==> config.mk <==
export PLATFORM = sky130hd
export DESIGN_NAME = dds_top
export DESIGN_NICKNAME = d
export VERILOG_FILES = /design/src/rtl/dds_pkg.sv /design/src/rtl/dds_top.sv
export VERILOG_INCLUDE_DIRS = /design/src /design/src/rtl
export SDC_FILE = /design/constraint.sdc
export NUM_CORES = 1
export LEC_CHECK = 0
export BUFFER_PORTS_ARGS = -buffer_cell sky130_fd_sc_hd__buf_2
export CORE_MARGIN = 2
export CORE_UTILIZATION = 58
export DETAILED_ROUTE_END_ITERATION = 7
export HOLD_SLACK_MARGIN = 0.12
export MAX_ROUTING_LAYER = met4
export PLACE_DENSITY_LB_ADDON = 0.15
export SYNTH_ARGS = -nofsm -noshare
export SYNTH_HDL_FRONTEND = slang
export SYNTH_SLANG_ARGS = --single-unit
==> constraint.sdc <==
create_clock -name aclk -period 6.3 [get_ports aclk]
set_clock_uncertainty 0.05 [all_clocks]
set_input_delay 0.315 -clock aclk [delete_from_list [all_inputs] [get_ports aclk]]
set_output_delay 0.315 -clock aclk [all_outputs]
set_load 0.02 [all_outputs]
==> src/rtl/dds_regs.svh <==
`ifndef DDS_REGS_SVH
`define DDS_REGS_SVH

// register byte offsets
`define DDS_ADDR_CTRL      8'h00
`define DDS_ADDR_DAC_A     8'h04
`define DDS_ADDR_DAC_B     8'h08
`define DDS_ADDR_STAGE     8'h0C
`define DDS_ADDR_CFG       8'h10
`define DDS_ADDR_STATUS    8'h14
`define DDS_ADDR_WORDS     8'h18

// reset values
`define DDS_CTRL_RESET     1'h1
// shift clock rests high between frames; a low reset value would fake a rise
`define DDS_LINK_IDLE      3'h6

// serial word
`define DDS_LAST_BIT       5'h0F
`define DDS_CNT_STEP       5'h01

// target select codes {target_select_high, target_select_low}
`define DDS_TGT_DACB_STAGE 2'h0
`define DDS_TGT_STAGE      2'h1
`define DDS_TGT_DACA       2'h2
`define DDS_TGT_CTRL       2'h3

// voltage source codes
`define DDS_REF_CODE_EXT0  2'h0
`define DDS_REF_CODE_LOW   2'h1
`define DDS_REF_CODE_HIGH  2'h2
`define DDS_REF_CODE_EXT3  2'h3

// bus responses
`define DDS_RESP_OKAY      2'h0
`define DDS_RESP_SLVERR    2'h2

`endif

==> src/rtl/dds_pkg.sv <==
package dds_pkg;

  typedef enum logic [1:0] {
    DDS_REF_EXT,
    DDS_REF_INT_LOW,
    DDS_REF_INT_HIGH
  } dds_ref_t;

  typedef struct packed {
    logic cs_n;
    logic sclk;
    logic din;
  } dds_link_t;

  typedef struct packed {
    logic       target_select_high;
    logic       speed_select_bit;
    logic       power_down_bit;
    logic       target_select_low;
    logic [9:0] value;
    logic       voltage_source_code_high;
    logic       voltage_source_code_low;
  } dds_word_t;

  typedef struct packed {
    dds_ref_t   ref_src;
    logic [1:0] ref_code;
    logic       power_down;
    logic       speed_fast;
  } dds_cfg_t;

  typedef struct packed {
    logic       pending;
    logic [4:0] bit_cnt;
    logic       frame_active;
  } dds_stat_t;

endpackage

==> src/rtl/dds_top.sv <==
// Contract
// - select low, msb first, one bit sampled per falling shift clock edge.
// - sixteen bits or early select rise moves the word into its target latch.
// - target code 10 writes dac a and moves staging into dac b.
// - voltage code 00/11 external, 01 lower internal, 10 higher internal.
// - control word with low bits 01 selects the lower internal level.
// - staging-only word stores the value and leaves both outputs alone.
// - staging load then dac a word updates both outputs together.
// - both outputs change at the rising clock edge after the last bit.
// - any word with the power bit set forces power down.
// - speed bit zero selects slow mode, one selects fast mode.
`include "dds_regs.svh"

module dds_top #(
  parameter int ADDR_W = 8
) (
  input  wire logic               aclk,
  input  wire logic               aresetn,
  input  wire logic               ce,
  input  wire dds_pkg::dds_link_t link_i,
  input  wire logic [ADDR_W-1:0]  s_axi_awaddr,
  input  wire logic               s_axi_awvalid,
  output logic                    s_axi_awready,
  input  wire logic [31:0]        s_axi_wdata,
  input  wire logic [3:0]         s_axi_wstrb,
  input  wire logic               s_axi_wvalid,
  output logic                    s_axi_wready,
  output logic [1:0]              s_axi_bresp,
  output logic                    s_axi_bvalid,
  input  wire logic               s_axi_bready,
  input  wire logic [ADDR_W-1:0]  s_axi_araddr,
  input  wire logic               s_axi_arvalid,
  output logic                    s_axi_arready,
  output logic [31:0]             s_axi_rdata,
  output logic [1:0]              s_axi_rresp,
  output logic                    s_axi_rvalid,
  input  wire logic               s_axi_rready,
  output logic [9:0]              dac_a,
  output logic [9:0]              dac_b,
  output logic                    speed_fast,
  output logic                    power_down,
  output dds_pkg::dds_ref_t       ref_src
);
  import dds_pkg::*;

  if (ADDR_W < 8)
  begin : g_addr_chk
    $error("ADDR_W must be at least 8");
  end

  dds_link_t   sync1_q;
  dds_link_t   sync2_q;
  dds_link_t   prev_q;
  logic [15:0] shreg_q;
  logic [4:0]  bit_cnt_q;
  logic [4:0]  cnt_base;
  logic        pending_q;
  logic [9:0]  dac_a_q;
  logic [9:0]  dac_b_q;
  logic [9:0]  stage_q;
  logic [1:0]  ref_code_q;
  dds_ref_t    ref_src_q;
  logic        speed_q;
  logic        pwr_q;
  logic        link_en_q;
  logic [15:0] words_q;
  logic        sclk_fall;
  logic        sclk_rise;
  logic        cs_fall;
  logic        cs_rise;
  logic        shift_w;
  logic        commit_w;
  dds_word_t   word_w;
  logic [1:0]  tgt_w;
  dds_cfg_t    cfg_w;
  dds_stat_t   stat_w;

  // pins are asynchronous to aclk: two stages, then a third for edges
  always_ff @(posedge aclk)
  begin
    if (!aresetn)
    begin
      sync1_q <= `DDS_LINK_IDLE;
      sync2_q <= `DDS_LINK_IDLE;
      prev_q  <= `DDS_LINK_IDLE;
    end
    else if (ce)
    begin
      sync1_q <= link_i;
      sync2_q <= sync1_q;
      prev_q  <= sync2_q;
    end
  end

  assign sclk_fall = prev_q.sclk & ~sync2_q.sclk;
  assign sclk_rise = ~prev_q.sclk & sync2_q.sclk;
  assign cs_fall   = prev_q.cs_n & ~sync2_q.cs_n;
  assign cs_rise   = ~prev_q.cs_n & sync2_q.cs_n;

  // a full word waits for the next rising edge; extra bits before it are dropped
  assign shift_w  = ce & link_en_q & ~sync2_q.cs_n & sclk_fall & ~pending_q;
  assign commit_w = ce & link_en_q & ((pending_q & sclk_rise)
                  | (cs_rise & (pending_q | (bit_cnt_q != '0))));
  assign cnt_base = cs_fall ? '0 : bit_cnt_q;
  assign word_w   = dds_word_t'(shreg_q);
  assign tgt_w    = {word_w.target_select_high, word_w.target_select_low};

  always_ff @(posedge aclk)
  begin
    if (!aresetn)
    begin
      shreg_q   <= '0;
      bit_cnt_q <= '0;
      pending_q <= 1'b0;
    end
    else if (ce)
    begin
      if (commit_w)
      begin
        bit_cnt_q <= '0;
        pending_q <= 1'b0;
      end
      else if (shift_w)
      begin
        shreg_q   <= {shreg_q[14:0], sync2_q.din};
        bit_cnt_q <= cnt_base + `DDS_CNT_STEP;
        pending_q <= (cnt_base == `DDS_LAST_BIT);
      end
      else if (cs_fall)
      begin
        bit_cnt_q <= '0;
        pending_q <= 1'b0;
      end
    end
  end

  // output latches
  always_ff @(posedge aclk)
  begin
    if (!aresetn)
    begin
      dac_a_q <= '0;
      dac_b_q <= '0;
      stage_q <= '0;
    end
    else if (commit_w)
    begin
      case (tgt_w)
        `DDS_TGT_DACB_STAGE:
        begin
          dac_b_q <= word_w.value;
          stage_q <= word_w.value;
        end
        `DDS_TGT_STAGE:
        begin
          stage_q <= word_w.value;
        end
        `DDS_TGT_DACA:
        begin
          dac_a_q <= word_w.value;
          dac_b_q <= stage_q;
        end
        default:
        begin
        end
      endcase
    end
  end

  // speed and power come with every word, whatever its target
  always_ff @(posedge aclk)
  begin
    if (!aresetn)
    begin
      speed_q    <= 1'b0;
      pwr_q      <= 1'b0;
      ref_code_q <= `DDS_REF_CODE_EXT0;
      ref_src_q  <= DDS_REF_EXT;
    end
    else if (commit_w)
    begin
      speed_q <= word_w.speed_select_bit;
      pwr_q   <= word_w.power_down_bit;
      if (tgt_w == `DDS_TGT_CTRL)
      begin
        ref_code_q <= {word_w.voltage_source_code_high, word_w.voltage_source_code_low};
        case ({word_w.voltage_source_code_high, word_w.voltage_source_code_low})
          `DDS_REF_CODE_LOW:  ref_src_q <= DDS_REF_INT_LOW;
          `DDS_REF_CODE_HIGH: ref_src_q <= DDS_REF_INT_HIGH;
          default:            ref_src_q <= DDS_REF_EXT;
        endcase
      end
    end
  end

  always_ff @(posedge aclk)
  begin
    if (!aresetn)
      words_q <= '0;
    else if (commit_w)
      words_q <= words_q + 16'h0001;
  end

  assign dac_a      = dac_a_q;
  assign dac_b      = dac_b_q;
  assign speed_fast = speed_q;
  assign power_down = pwr_q;
  assign ref_src    = ref_src_q;
  assign cfg_w      = '{ref_src: ref_src_q, ref_code: ref_code_q,
                        power_down: pwr_q, speed_fast: speed_q};
  assign stat_w     = '{pending: pending_q, bit_cnt: bit_cnt_q,
                        frame_active: ~sync2_q.cs_n};

  // bus slave: one write and one read in flight, address and data in any order
  logic       aw_got_q;
  logic       w_got_q;
  logic [7:0] awaddr_q;
  logic [7:0] waddr_w;
  logic [7:0] raddr_w;
  logic [31:0] wdata_q;
  logic       wstrb0_q;
  logic       bvalid_q;
  logic [1:0] bresp_q;
  logic       rvalid_q;
  logic [31:0] rdata_q;
  logic [1:0] rresp_q;
  logic       wr_go;

  assign s_axi_awready = ce & ~aw_got_q & ~bvalid_q;
  assign s_axi_wready  = ce & ~w_got_q & ~bvalid_q;
  assign s_axi_arready = ce & ~rvalid_q;
  assign s_axi_bvalid  = bvalid_q;
  assign s_axi_bresp   = bresp_q;
  assign s_axi_rvalid  = rvalid_q;
  assign s_axi_rdata   = rdata_q;
  assign s_axi_rresp   = rresp_q;
  assign wr_go         = ce & aw_got_q & w_got_q & ~bvalid_q;
  assign waddr_w       = {awaddr_q[7:2], 2'h0};
  assign raddr_w       = {s_axi_araddr[7:2], 2'h0};

  always_ff @(posedge aclk)
  begin
    if (!aresetn)
    begin
      aw_got_q  <= 1'b0;
      w_got_q   <= 1'b0;
      awaddr_q  <= '0;
      wdata_q   <= '0;
      wstrb0_q  <= 1'b0;
      bvalid_q  <= 1'b0;
      bresp_q   <= `DDS_RESP_OKAY;
      link_en_q <= `DDS_CTRL_RESET;
    end
    else if (ce)
    begin
      if (s_axi_awvalid & s_axi_awready)
      begin
        aw_got_q <= 1'b1;
        awaddr_q <= s_axi_awaddr[7:0];
      end
      if (s_axi_wvalid & s_axi_wready)
      begin
        w_got_q  <= 1'b1;
        wdata_q  <= s_axi_wdata;
        wstrb0_q <= s_axi_wstrb[0];
      end
      if (wr_go)
      begin
        aw_got_q <= 1'b0;
        w_got_q  <= 1'b0;
        bvalid_q <= 1'b1;
        // latches are read-only; only the enable bit takes writes
        if (waddr_w == `DDS_ADDR_CTRL && wstrb0_q)
          link_en_q <= wdata_q[0];
        if (waddr_w > `DDS_ADDR_WORDS)
          bresp_q <= `DDS_RESP_SLVERR;
        else
          bresp_q <= `DDS_RESP_OKAY;
      end
      else if (bvalid_q & s_axi_bready)
        bvalid_q <= 1'b0;
    end
  end

  always_ff @(posedge aclk)
  begin
    if (!aresetn)
    begin
      rvalid_q <= 1'b0;
      rdata_q  <= '0;
      rresp_q  <= `DDS_RESP_OKAY;
    end
    else if (ce)
    begin
      if (s_axi_arvalid & s_axi_arready)
      begin
        rvalid_q <= 1'b1;
        rresp_q  <= `DDS_RESP_OKAY;
        case (raddr_w)
          `DDS_ADDR_CTRL:   rdata_q <= 32'(link_en_q);
          `DDS_ADDR_DAC_A:  rdata_q <= 32'(dac_a_q);
          `DDS_ADDR_DAC_B:  rdata_q <= 32'(dac_b_q);
          `DDS_ADDR_STAGE:  rdata_q <= 32'(stage_q);
          `DDS_ADDR_CFG:    rdata_q <= 32'(cfg_w);
          `DDS_ADDR_STATUS: rdata_q <= 32'(stat_w);
          `DDS_ADDR_WORDS:  rdata_q <= 32'(words_q);
          default:
          begin
            rdata_q <= '0;
            rresp_q <= `DDS_RESP_SLVERR;
          end
        endcase
      end
      else if (rvalid_q & s_axi_rready)
        rvalid_q <= 1'b0;
    end
  end
endmodule

==> results.json <==
{
  "timing.final.crit_share_pct": 38.28,
  "hold_class": "input pin to flop",
  "wl_per_cell_um": 17.08,
  "critPathKind": "flop to flop",
  "ys_warn_count": 0,
  "clk_pin_slew_ns": 0.06,
  "cellLeakagePower_nw": 2.543,
  "finalMaxSlewViolations": 0,
  "critical_path_buf_inv_count": 0,
  "num_rows": 35,
  "synth.cell_area_um2": 5398,
  "crit_cells": 4,
  "grt_pass1_wl_um": 21820,
  "layout_commonest_cell": "dfxtp_1",
  "grt_pass1_vias": 4320,
  "p_per_area_nw_per_um2": 272.4,
  "antenna_found_initial": 0,
  "pin_count": 128,
  "portBuffers": 71,
  "drc_errors": 0,
  "dieArea_um2": 10090,
  "cts_inserted_buffers": 17,
  "slew_headroom_pct": 14.62,
  "synthDistinctLibCells": 64,
  "wirelength_um": 13440,
  "critPathSlowestCell": "or2_0",
  "synth_edf_count": 0,
  "ys_seq_area_share_pct": 41.91,
  "core_um2": 9153,
  "ys_ff_latch": 113,
  "reg2reg_depth": 4,
  "arrival_ns": 2.77,
  "startpoint_type": "flop",
  "hold_viol_final": 0,
  "layoutNonFillerInstCount": 787,
  "grt.overflow.total": 0,
  "setup_tns_ns": 0,
  "die_h_um": 100.5,
  "clk_latency_ns": 0.51,
  "netlist.area_leader.share_pct": 41.91,
  "dr.first_iter.drc_count": 309,
  "min_path_cells": 4,
  "n_fill_cell": 743,
  "cp_max_fo": 19,
  "finalCriticalPeriod_ns": 2.412,
  "fmax_mhz": 414.6,
  "cts_buffer_depth": 2,
  "ant_nets": 0,
  "cp.required_ns": 6.66,
  "n_antenna_cell": 0,
  "dr.pass1.iters": 5,
  "layout-drive-gt1-share_pct": 21.75,
  "post_cts_resized": 0,
  "cts_max_level": 4,
  "crit_chain": "or4b_4, or2_0, and3_1, o31a_1",
  "yosysTopAreaCell": "dfxtp_1",
  "finalSetupViolCount": 0,
  "ir_drop_uv": 147.8,
  "holdWs_ns": 0.2321,
  "worstMarginPinSlew_ns": 1.278,
  "grt_max_degree": 73,
  "initial_core_util_pct": 58.97,
  "grtUsageTotal_pct": 28.47,
  "cp-end-kind": "flop",
  "synth_cells": 596,
  "worstReg2RegStart": "pending_q$_SDFFE_PN0P_",
  "syn_avg_cell_area_um2": 9.057,
  "synth_top_flop_cell": "dfxtp_1",
  "dp_cells": 742,
  "hold_path.startpoint": "s_axi_wvalid",
  "routabilityCongestion": 0.8884,
  "numClockSinks": 113,
  "synth_area_leaders": "dfxtp_1 42%, mux2i_1 11%, nand2_1 7.3%",
  "status": "complete, no violations",
  "area_growth_pct": 18.31,
  "root_buffer": "clkbuf_8",
  "vias": 4645,
  "cts_tree": "done",
  "die_w_um": 100.5,
  "cap_violations": 0,
  "slowest_delay_ns": 0.63,
  "dp_hpwl_um": 8825,
  "layout_common_cells": "113 x dfxtp_1, 105 x nand2_1, 71 x buf_2, 59 x mux2i_1, 47 x a21oi_1",
  "async_reset_ff_share_pct": 0,
  "via_per_inst": 5.902,
  "critPathTopFamily": "simple AND/OR/NAND/NOR gates",
  "fin_nets": 729,
  "rsz0062_at_grt": "no",
  "startpoint": "pending_q$_SDFFE_PN0P_"
}
## power by group
group	internal, W	total (W)	leakage (nW)	switching (W)
sequential	0.000722	0.000727	0.913	0.00000503
combinational	0.0000289	0.0000869	1.35	0.0000580
clock	0.000578	0.000926	0.280	0.000348
## area by class of cell
class	instances	area, um2	area share, %
Multi-Input combinational cell	434	2848	44.59
Tap cell	111	138.9	2.175
Inverter	8	30.03	0.4702
Clock buffer	18	427.9	6.701
Timing Repair Buffer	89	523.0	8.190
Clock inverter	14	156.4	2.449
Sequential cell	113	2262	35.42
## registers in the layout, summed over array words and instances (netlist names), 2 cells and up
| register | cells |
|---|---|
| sync1_q | 3 |
| s_axi_rdata | 16 |
| sync2_q | 3 |
| bit_cnt_q | 5 |
| ref_code_q | 2 |
| prev_q | 2 |
| words_q | 16 |
| ref_src | 2 |
| dac_b | 10 |
| stage_q | 10 |
| shreg_q | 16 |
| awaddr_q | 6 |
| dac_a | 10 |
## worst reg2reg max path, stage by stage, from the launching register on
cell	delay (ns)
dfxtp_1	0.36
or4b_4	0.60
or2_0	0.63
and3_1	0.41
o31a_1	0.27
## Yosys cell counts, drive strengths merged, types with 11 or more instances
cell	n
nand2b	12
a22o	11
mux2i	59
dfxtp	113
nand2	106
nand3	18
mux2	12
buf	32
nor2	28
a21oi	47
a311oi	11
clkbuf	26
## cells by family after synthesis
family	Yosys count	share of synthesized area [%]
DFF	113	41.91
AOI/OAI and AO/OA	117	16.55
and+or+nand+nor	223	20.24
muxes	72	13.86
other	1	0.06947
adders and majority gates	3	0.6955
xor gates and xnor gates	1	0.1623
buffers and inverters	66	6.513
## metrics by stage
stage                     util (%)  total power (W)  cell area, um2  setup WS, ns
after CTS                    69.77         0.001752            6386         3.910
after detailed placement     61.97        0.0008219            5672         3.710
final                        69.77         0.001740            6386         3.888
after global placement       61.97        0.0008200            5672         3.749
after global routing         69.77         0.001801            6386         3.820
after floorplan                  -        0.0008083            5461         4.246
## repair_timing
| action | CTS | global route |
|---|---|---|
| hold endpoints to repair | 13 | 0 |
| hold buffers | 13 | 0 |
| buffers inserted | 0 | 0 |
## metal layers
metal / global-route usage (%) / share of wire, %
met5: - / 0
met4: 8.535 / 1.3
met3: 6.519 / 4.4
met2: 46.57 / 50
met1: 35.26 / 44
## path summary, 6_finish.rpt
check / end / slack (ns)
worst max-delay path: bit_cnt_q[0]$_SDFFE_PN0P_ / 3.89
worst min-delay path: w_got_q$_SDFFE_PN0P_ / 0.23
worst max register to register: bit_cnt_q[0]$_SDFFE_PN0P_ / 3.89
worst min register to register: s_axi_rdata[11]$_SDFFE_PN0P_ / 0.40
Power figures use the tool's default switching activity.
